$ cat src/verilog/rsqm_consts.svh
// Purpose: Constants for the receive signal quality and modem configuration register bank
// Assumes: APB byte addresses, 32-bit data, registers in the low byte of each word
// Notes:   Timing counts are derived from the 20 MHz pclk
// Operation
// - Acquisition phase variance is a 16-bit read-only value in a high and a low byte, taken per antenna dwell for the best antenna.
// - The data-dwell phase variance threshold is a 16-bit writable value in a high and a low byte.
// - The data-dwell phase variance measurement is a 16-bit read-only value refreshed each integration.
// - An 8-bit read-only bit sync quality byte is derived from the 16-bit bit sync readback.
// - Configuration bit 6 makes the length counters tick at the BPSK rate, otherwise they count received bits.
// - Configuration bit 5 selects continuous QPSK acquisition, allowed only once quality thresholds are met.
// - Configuration bit 4 permits quarter-chip adjustments only during data dwells.
// - Configuration bit 3 selects 64-symbol data-dwell integration instead of 128.
// - Configuration bit 2 enables a counter that shows the channel busy for the header length time.
// - The busy counter is loaded only when the header CRC passed.
// - The busy counter is cleared only by the reset pin, not by receive disable or modem reset.
// - The 16-bit bit sync quality readback is measured every 128 symbols and used for drop-lock.
`ifndef RSQM_CONSTS_SVH
`define RSQM_CONSTS_SVH

`define RSQM_ADDR_ACQ_HI     8'h80
`define RSQM_ADDR_ACQ_LO     8'h84
`define RSQM_ADDR_THR_HI     8'h88
`define RSQM_ADDR_THR_LO     8'h8C
`define RSQM_ADDR_DAT_HI     8'h90
`define RSQM_ADDR_DAT_LO     8'h94
`define RSQM_ADDR_BSQ        8'h98
`define RSQM_ADDR_CFG        8'h9C

`define RSQM_CFG_RESV_BIT    7
`define RSQM_CFG_USEC_BIT    6
`define RSQM_CFG_CQPSK_BIT   5
`define RSQM_CFG_QCHIP_BIT   4
`define RSQM_CFG_INT64_BIT   3
`define RSQM_CFG_BUSY_BIT    2
`define RSQM_CFG_WMASK       8'h7F
`define RSQM_CFG_RESET       8'h00
`define RSQM_THR_RESET       16'h0000

`define RSQM_INT_LONG        8'h80
`define RSQM_INT_SHORT       8'h40
`define RSQM_BSQ_MSB         15
`define RSQM_BSQ_LSB         8

// One microsecond at the BPSK rate of one bit per microsecond, in pclk cycles
`define RSQM_USEC_NS         1000
`define RSQM_CLK_NS          50
`define RSQM_USEC_CYC        (`RSQM_USEC_NS / `RSQM_CLK_NS)
`define RSQM_PRE_W           5

`endif

$ cat src/verilog/rsqm_pkg.sv
// Purpose: Types used by the register bank, not by its busy counter
// Assumes: Constants come from rsqm_consts.svh
// Notes:   Types only
package rsqm_pkg;
    typedef logic [7:0]  rsqm_byte_t;
    typedef logic [15:0] rsqm_word_t;
    typedef enum logic [1:0] {
        RSQM_IDLE,
        RSQM_SETUP,
        RSQM_ACCESS
    } rsqm_apb_e;
endpackage

$ cat src/verilog/rsqm_busy_cnt.sv
// Purpose: Length-field channel busy counter
// Assumes: Reset pin is the only clear; bit and header strobes are one-cycle pulses
// Notes:   Prescaler makes a 1 us tick when microsecond units are chosen
`timescale 1ns/1ps
`default_nettype none
`include "rsqm_consts.svh"
module rsqm_busy_cnt (
    input  wire logic        pclk,
    input  wire logic        presetn,
    input  wire logic        enable,
    input  wire logic        usec_units,
    input  wire logic        hdr_valid,
    input  wire logic        hdr_crc_ok,
    input  wire logic [15:0] hdr_length,
    input  wire logic        rx_bit_tick,
    output logic             busy
);
    typedef struct packed {
        logic [15:0]            cnt;
        logic [`RSQM_PRE_W-1:0] pre;
        logic                   busy;
    } rsqm_cnt_s;

    rsqm_cnt_s cur_ff;
    rsqm_cnt_s nxt_cur;
    logic      tick;

    // Unit tick: microseconds from the prescaler or one per received bit
    assign tick = usec_units ? (cur_ff.pre == `RSQM_PRE_W'(`RSQM_USEC_CYC - 1)) : rx_bit_tick;

    always_comb begin
        nxt_cur = cur_ff;
        if (cur_ff.pre == `RSQM_PRE_W'(`RSQM_USEC_CYC - 1)) begin
            nxt_cur.pre = '0;
        end else begin
            nxt_cur.pre = cur_ff.pre + `RSQM_PRE_W'(1);
        end
        // Failed CRC headers never load; receive disable has no input here on purpose
        if (enable && hdr_valid && hdr_crc_ok) begin
            nxt_cur.cnt = hdr_length;
            nxt_cur.pre = '0;
        end else if (tick && cur_ff.cnt != 16'h0000) begin
            nxt_cur.cnt = cur_ff.cnt - 16'h0001;
        end
        nxt_cur.busy = (nxt_cur.cnt != 16'h0000);
    end

    // Only the reset pin clears the count
    always_ff @(posedge pclk or negedge presetn) begin
        if (!presetn) begin
            cur_ff <= '0;
        end else begin
            cur_ff <= nxt_cur;
        end
    end

    assign busy = cur_ff.busy;

    AST_CRC_FAIL_NO_LOAD: assert property (@(posedge pclk) disable iff (!presetn)
        (hdr_valid && !hdr_crc_ok && cur_ff.cnt == 16'h0000 && !rx_bit_tick) |=> !cur_ff.busy)
        else $error("busy counter loaded from a failed header");
    AST_LOAD_SHOWS_BUSY: assert property (@(posedge pclk) disable iff (!presetn)
        (enable && hdr_valid && hdr_crc_ok && hdr_length != 16'h0000) |=> cur_ff.busy && cur_ff.cnt == $past(hdr_length))
        else $error("busy counter did not load the header length");
endmodule
`default_nettype wire

$ cat src/verilog/rsqm_regs.sv
// Purpose: APB register bank for signal quality readbacks and the modem configuration byte
// Assumes: Measurement strobes are one-cycle pulses in the pclk domain
// Notes:   Zero wait states; unmapped addresses read zero and raise pslverr
`timescale 1ns/1ps
`default_nettype none
`include "rsqm_consts.svh"
module rsqm_regs (
    input  wire logic        pclk,
    input  wire logic        presetn,
    input  wire logic        psel,
    input  wire logic        penable,
    input  wire logic        pwrite,
    input  wire logic [31:0] paddr,
    input  wire logic [31:0] pwdata,
    input  wire logic [3:0]  pstrb,
    output logic             pready,
    output logic [31:0]      prdata,
    output logic             pslverr,
    input  wire logic        acq_meas_valid,
    input  wire logic [15:0] acq_meas_value,
    input  wire logic        data_meas_valid,
    input  wire logic [15:0] data_meas_value,
    input  wire logic        bitsync_meas_valid,
    input  wire logic [15:0] bitsync_meas_value,
    input  wire logic        receive_path_enable,
    input  wire logic        hdr_valid,
    input  wire logic        hdr_crc_ok,
    input  wire logic [15:0] hdr_length,
    input  wire logic        rx_bit_tick,
    input  wire logic        quality_met,
    input  wire logic        data_dwell,
    output logic [15:0]      data_thresh,
    output logic             usec_units,
    output logic             cqpsk_acquire,
    output logic             qchip_adj_allowed,
    output logic [7:0]       dwell_symbols,
    output logic             channel_busy
);
    typedef struct packed {
        rsqm_pkg::rsqm_word_t acq;
        rsqm_pkg::rsqm_word_t dat;
        rsqm_pkg::rsqm_word_t bsq16;
        rsqm_pkg::rsqm_word_t thr;
        rsqm_pkg::rsqm_byte_t cfg;
        logic [31:0]          rdata;
        logic                 ready;
        logic                 err;
        logic                 cqpsk;
        logic                 qchip;
        logic [7:0]           dwell;
    } rsqm_regs_s;

    rsqm_regs_s cur_ff;
    rsqm_regs_s nxt_cur;
    logic       busy_w;

    // Address decode shared by read and write paths
    function automatic logic rsqm_mapped(input logic [31:0] a);
        unique case (a[7:0])
            `RSQM_ADDR_ACQ_HI, `RSQM_ADDR_ACQ_LO, `RSQM_ADDR_THR_HI, `RSQM_ADDR_THR_LO,
            `RSQM_ADDR_DAT_HI, `RSQM_ADDR_DAT_LO, `RSQM_ADDR_BSQ, `RSQM_ADDR_CFG: rsqm_mapped = (a[31:8] == 24'h000000);
            default: rsqm_mapped = 1'b0;
        endcase
    endfunction

    // Busy counter sits outside the receive reset so RX disable does not stop it
    rsqm_busy_cnt u_busy (
        .pclk        (pclk),
        .presetn     (presetn),
        .enable      (cur_ff.cfg[`RSQM_CFG_BUSY_BIT]),
        .usec_units  (cur_ff.cfg[`RSQM_CFG_USEC_BIT]),
        .hdr_valid   (hdr_valid),
        .hdr_crc_ok  (hdr_crc_ok),
        .hdr_length  (hdr_length),
        .rx_bit_tick (rx_bit_tick),
        .busy        (busy_w)
    );

    always_comb begin
        nxt_cur = cur_ff;
        nxt_cur.ready = 1'b0;
        nxt_cur.err = 1'b0;
        // Whole 16-bit words latched at once so high and low bytes always match
        if (acq_meas_valid) begin
            nxt_cur.acq = acq_meas_value;
        end
        if (data_meas_valid) begin
            nxt_cur.dat = data_meas_value;
        end
        if (bitsync_meas_valid) begin
            nxt_cur.bsq16 = bitsync_meas_value;
        end
        // APB setup cycle: answer in the following access cycle
        if (psel && !penable) begin
            nxt_cur.ready = 1'b1;
            nxt_cur.err = !rsqm_mapped(paddr);
            nxt_cur.rdata = 32'h00000000;
            if (!pwrite) begin
                unique case (paddr[7:0])
                    `RSQM_ADDR_ACQ_HI: nxt_cur.rdata[7:0] = cur_ff.acq[15:8];
                    `RSQM_ADDR_ACQ_LO: nxt_cur.rdata[7:0] = cur_ff.acq[7:0];
                    `RSQM_ADDR_THR_HI: nxt_cur.rdata[7:0] = cur_ff.thr[15:8];
                    `RSQM_ADDR_THR_LO: nxt_cur.rdata[7:0] = cur_ff.thr[7:0];
                    `RSQM_ADDR_DAT_HI: nxt_cur.rdata[7:0] = cur_ff.dat[15:8];
                    `RSQM_ADDR_DAT_LO: nxt_cur.rdata[7:0] = cur_ff.dat[7:0];
                    `RSQM_ADDR_BSQ:    nxt_cur.rdata[7:0] = cur_ff.bsq16[`RSQM_BSQ_MSB:`RSQM_BSQ_LSB];
                    `RSQM_ADDR_CFG:    nxt_cur.rdata[7:0] = cur_ff.cfg;
                    default:           nxt_cur.rdata = 32'h00000000;
                endcase
                if (!rsqm_mapped(paddr)) begin
                    nxt_cur.rdata = 32'h00000000;
                end
            end
        end
        // Writes commit at the edge where the master samples pready, so a write and its completion coincide
        if (psel && penable && cur_ff.ready && pwrite && pstrb[0] && rsqm_mapped(paddr)) begin
            unique case (paddr[7:0])
                `RSQM_ADDR_THR_HI: nxt_cur.thr[15:8] = pwdata[7:0];
                `RSQM_ADDR_THR_LO: nxt_cur.thr[7:0] = pwdata[7:0];
                // Reserved bit 7 is held at zero whatever software writes
                `RSQM_ADDR_CFG:    nxt_cur.cfg = pwdata[7:0] & `RSQM_CFG_WMASK;
                default:           nxt_cur.cfg = cur_ff.cfg;
            endcase
        end
        // Mode outputs for the acquisition and tracking engines
        nxt_cur.cqpsk = nxt_cur.cfg[`RSQM_CFG_CQPSK_BIT] && quality_met;
        nxt_cur.qchip = !nxt_cur.cfg[`RSQM_CFG_QCHIP_BIT] || data_dwell;
        nxt_cur.dwell = nxt_cur.cfg[`RSQM_CFG_INT64_BIT] ? `RSQM_INT_SHORT : `RSQM_INT_LONG;
    end

    always_ff @(posedge pclk or negedge presetn) begin
        if (!presetn) begin
            cur_ff <= '0;
            cur_ff.cfg <= `RSQM_CFG_RESET;
            cur_ff.thr <= `RSQM_THR_RESET;
            cur_ff.qchip <= 1'b1;
            cur_ff.dwell <= `RSQM_INT_LONG;
        end else begin
            cur_ff <= nxt_cur;
        end
    end

    // Registered outputs; busy comes straight from the counter flop
    assign pready = cur_ff.ready;
    assign prdata = cur_ff.rdata;
    assign pslverr = cur_ff.err;
    assign data_thresh = cur_ff.thr;
    assign usec_units = cur_ff.cfg[`RSQM_CFG_USEC_BIT];
    assign cqpsk_acquire = cur_ff.cqpsk;
    assign qchip_adj_allowed = cur_ff.qchip;
    assign dwell_symbols = cur_ff.dwell;
    assign channel_busy = busy_w;

    AST_CFG_RESV_ZERO: assert property (@(posedge pclk) disable iff (!presetn)
        !cur_ff.cfg[`RSQM_CFG_RESV_BIT])
        else $error("reserved config bit set");
    AST_READY_AFTER_SETUP: assert property (@(posedge pclk) disable iff (!presetn)
        (psel && !penable) |=> pready)
        else $error("no ready after setup");
    AST_ACQ_CAPTURE: assert property (@(posedge pclk) disable iff (!presetn)
        acq_meas_valid |=> cur_ff.acq == $past(acq_meas_value))
        else $error("acq measurement not captured");
    AST_DATA_CAPTURE: assert property (@(posedge pclk) disable iff (!presetn)
        data_meas_valid |=> cur_ff.dat == $past(data_meas_value))
        else $error("data measurement not captured");
    AST_BSQ_CAPTURE: assert property (@(posedge pclk) disable iff (!presetn)
        bitsync_meas_valid |=> cur_ff.bsq16 == $past(bitsync_meas_value))
        else $error("bit sync readback not captured");
    AST_DWELL_LEN: assert property (@(posedge pclk) disable iff (!presetn)
        dwell_symbols == (cur_ff.cfg[`RSQM_CFG_INT64_BIT] ? `RSQM_INT_SHORT : `RSQM_INT_LONG))
        else $error("dwell length mismatch");
    AST_CQPSK_GATE: assert property (@(posedge pclk) disable iff (!presetn)
        cqpsk_acquire |-> cur_ff.cfg[`RSQM_CFG_CQPSK_BIT] && $past(quality_met))
        else $error("continuous QPSK without quality");
    AST_QCHIP: assert property (@(posedge pclk) disable iff (!presetn)
        (cur_ff.cfg[`RSQM_CFG_QCHIP_BIT] && $past(cur_ff.cfg[`RSQM_CFG_QCHIP_BIT]) && !$past(data_dwell)) |-> !qchip_adj_allowed)
        else $error("quarter chip allowed outside data dwell");
endmodule
`default_nettype wire
$ cat config.mk
export PLATFORM = sky130hd
export DESIGN_NAME = rsqm_regs
export DESIGN_NICKNAME = d
export VERILOG_FILES = /design/src/verilog/rsqm_pkg.sv /design/src/verilog/rsqm_busy_cnt.sv /design/src/verilog/rsqm_regs.sv
export VERILOG_INCLUDE_DIRS = /design/src /design/src/verilog
export SDC_FILE = /design/constraint.sdc
export NUM_CORES = 1
export LEC_CHECK = 0
export BUFFER_PORTS_ARGS = -buffer_cell sky130_fd_sc_hd__buf_2
export CAP_MARGIN = 10
export CORE_MARGIN = 1.5
export CORE_UTILIZATION = 50
export DETAILED_ROUTE_END_ITERATION = 8
export GPL_ROUTABILITY_DRIVEN = 1
export PLACE_DENSITY = 0.82
export SLEW_MARGIN = 40
export SYNTH_ARGS = -nofsm -noshare
export SYNTH_HDL_FRONTEND = slang
export SYNTH_HIERARCHICAL = 1
export SYNTH_SLANG_ARGS = --single-unit
$ cat constraint.sdc
create_clock -name pclk -period 3.42 [get_ports pclk]
set_input_delay 0.684 -clock pclk [delete_from_list [all_inputs] [get_ports pclk]]
set_output_delay 0.684 -clock pclk [all_outputs]
set_load 0.01 [all_outputs]
==> run_results.csv <==
group,metric,value,unit
synth,synth_edf_count,0,
power,p_int,1.96,mW
power,ir_worst_vdd,0.277,mV
sta,fmaxAchievable,343,MHz
clocking,htreeDepth,3,
clocking,postCtsSetupBuffers,0,
clocking,cts-root-buf,"clkbuf_8",
drt,drtAntennaViolNets,0,
sta,final-max-slew-violation-count,0,
global_routing,overflow,0,
synth,ys.warnings.count,6,
layout,fin_area,6020,µm²
power,seqPwrFrac,49.4,%
floorplan,die_x,106,µm
clocking,cts_sinks,98,
setup_path,cp-start-kind,"register",
worst_hold_path,min_path_type,"in2async",
drt,via_per_inst,5.49,
clocking,worstSkewPairLatency,0.38,ns
synth,syn_area,5300,µm²
layout,nets,745,
sta,rsz0062_at_grt,"false",
clocking,ctsResizeCount,0,
power,clkPwrFrac,27.7,%
placed_design,hpwlAfterDp,9380,µm
synth,synth.area.top_cells,"dfrtp_1 (45%), mux2_2 (13%), buf_4 (8.4%)",
power,power_density,481,nW/µm²
run,max-cap-violations,0,
floorplan,dieHeight,106,µm
global_routing,grt_pass1_wl,20200,µm
synth,synth_top_area_share,45.3,%
drt,drc,0,
power,p_leak,2.89,nW
floorplan,initial_utilization,51.4,%
placed_design,port_buffers,141,
power,p_sw,931,µW
setup_path,cp.arrival,3.16,ns
power,sw_frac_of_total,32.2,%
setup_path,criticalPathCategory,"reg2reg",
synth,synth_ff_type,"dfrtp_1",
layout,drive_above_1_share,39.9,%
setup_path,cp-end-kind,"register",
synth,synth_area_leader_cell,"dfrtp_1",
setup_path,worst-path-max-fanout,12,
layout,num_antenna_cells,0,
power,comb_power_share,22.8,%
drt,wl,12600,µm
floorplan,ios,208,
sta,setup_violations,0,
clocking,cts_hold_buf,0,
run_status,status,"complete, no violations",
sta,tns,0,ns
sta,finalCritPeriodShare,85.3,%
clocking,numCtsBuffers,9,
clocking,clock_path_buffers,2,
synth,synth_cell_type_count,63,
synth,synth_seq_cells,98,
synth,syn_area_per_cell,10.9,µm²
sta,finalHoldViolCount,0,
placed_design,globalplace.congestion,0.873,
global_routing,antenna_found_initial,1,
drt,drt_pass1_iterations,4,
placed_design,placed_cell_area,5810,µm²
setup_path,worstPathRequired,3.66,ns
synth,synth-async-reset-ratio,100,%
synth,yosysSeqAreaShare,46.3,%
drt,num_vias,4046,
sta,tightest_slew,0.797,ns
drt,wl_per_cell,17.1,µm
clocking,tritoncts,"yes",
global_routing,gr-usage-all-layers,23.5,%
sta,whs,0.126,ns
sta,max_slew_margin,46.7,%
floorplan,rows,37,
layout,utilization,58.3,%
drt,drt_iter0_drc,281,
sta,period_needed,2.92,ns
clocking,cts.clk_slew.worst_paths,0.10,ns
floorplan,core_area,10300,µm²
floorplan,die_area,11200,µm²
global_routing,grt_pass1_vias,4129,
layout,area_growth,13.5,%
synth,syn_inst,486,
sta,fin_worst_skew,0.0108,ns
global_routing,grt_max_degree,89,
[registers in the layout, summed over array words and instances, names as in the netlist, named ones only]
| register | flops |
|---|---|
| cur_ff | 45 |
| u_busy/cur_ff | 21 |
| data_thresh | 16 |
| prdata | 8 |
| cqpsk_acquire | 1 |
| dwell_symbols | 1 |
| pready | 1 |
| pslverr | 1 |
| qchip_adj_allowed | 1 |
| u_busy/busy | 1 |
| usec_units | 1 |
[final timing paths]
check / from / endpoint / slack [ns] / depth (start not counted)
worst max-delay path: u_busy/cur_ff[6]$_DFF_PN0_ / u_busy/busy$_DFF_PN0_ / 0.50 / 9
worst min-delay path: presetn / u_busy/cur_ff[9]$_DFF_PN0_ / 0.13 / 1
worst max register to register: u_busy/cur_ff[6]$_DFF_PN0_ / u_busy/busy$_DFF_PN0_ / 0.50 / 9
worst min register to register: prdata[2]$_DFFE_PN0P_ / prdata[2]$_DFFE_PN0P_ / 0.50 / 2
max in group asynchronous: presetn / qchip_adj_allowed$_DFF_PN1_ / 2.57 / 2
min in group pclk: pwdata[3] / dwell_symbols[7]$_DFF_PN1_ / 0.47 / 2
[metrics by stage]
step,setup WS [ns],instances,power [mW]
finish,0.502,737,2.89
global route,0.179,737,3.05
CTS,0.537,737,2.91
detailed placement,0.580,721,2.10
global placement,0.575,721,2.08
floorplan,1.20,515,1.90
[Yosys cell counts (7+ instances only)]
master and count:
nor3_1 10, nand2_1 28, clkbuf_1 8, a31oi_1 7
mux2i_1 18, inv_1 12, nand3_1 14, nor4_1 11
mux2_2 61, nor2_1 32, dfrtp_1 96, o21ai_0 19
buf_4 59
[critical path, stage by stage (launching register included)]
cell	delay (ns)
dfrtp_1	0.43
inv_1	0.10
ha_1	0.14
nor2b_1	0.23
nand4b_1	0.28
o21ai_1	0.67
or4_1	0.21
nand3_1	0.09
a2111oi_0	0.46
nand4_1	0.17
[logic make-up (layout without fill, tap and decap cells)]
logic type,after synthesis,in the layout,synth area share (%)
adders and majority gates,3,3,0.708
xor gates and xnor gates,8,8,1.32
DFF,98,98,46.3
other,1,30,0.0707
AOI/OAI and AO/OA,67,67,8.31
muxes,84,84,18.1
buffers and inverters,87,173,10.8
and+or+nand+nor,138,138,14.4
[layout make-up]
cell class / count / area, µm²
fill: 924 / 4310
sequential: 98 / 2450
multi-input combinational: 330 / 2380
timing repair buffer: 145 / 751
tap: 136 / 170
clock buffer: 10 / 138
clock inverter: 6 / 72.6
inverter: 12 / 45.0
[layout by cell type (no fill, tap or decap), types with 4 or more instances in the layout]
master,count
buf_2,140
dfrtp_1,96
mux2_2,61
nor2_1,32
conb_1,30
nand2_1,28
o21ai_0,19
mux2i_1,18
nand3_1,14
inv_1,12
nor4_1,11
nor3_1,10
clkbuf_8,10
a31oi_1,7
a21oi_1,6
xor2_1,6
nand4_1,5
or3_1,5
a2111oi_0,5
o21ai_1,5
o211ai_1,5
and3_1,4
a22oi_1,4
o32ai_1,4
buf_4,4
[metal layers]
| layer | vias to the layer above | track usage [%] | share of wire, % |
|---|---|---|---|
| li1 | 1885 | - | - |
| met1 | 1959 | 28.9 | 41 |
| met2 | 180 | 39.9 | 49 |
| met3 | 22 | 5.46 | 7.6 |
| met4 | 0 | 9.36 | 2.2 |
| met5 | - | 0 | 0 |
[power by group through the flow]
stage | Sequential (mW) | Clock (mW) | Combinational, mW
2_1_floorplan | 1.42 | 0 | 0.484
3_3_place_gp | 1.44 | 0 | 0.638
3_5_place_dp | 1.45 | 0 | 0.656
4_1_cts | 1.43 | 0.823 | 0.660
5_1_grt | 1.45 | 0.867 | 0.734
6_report | 1.43 | 0.803 | 0.660
(Power assumes the default switching activity.)
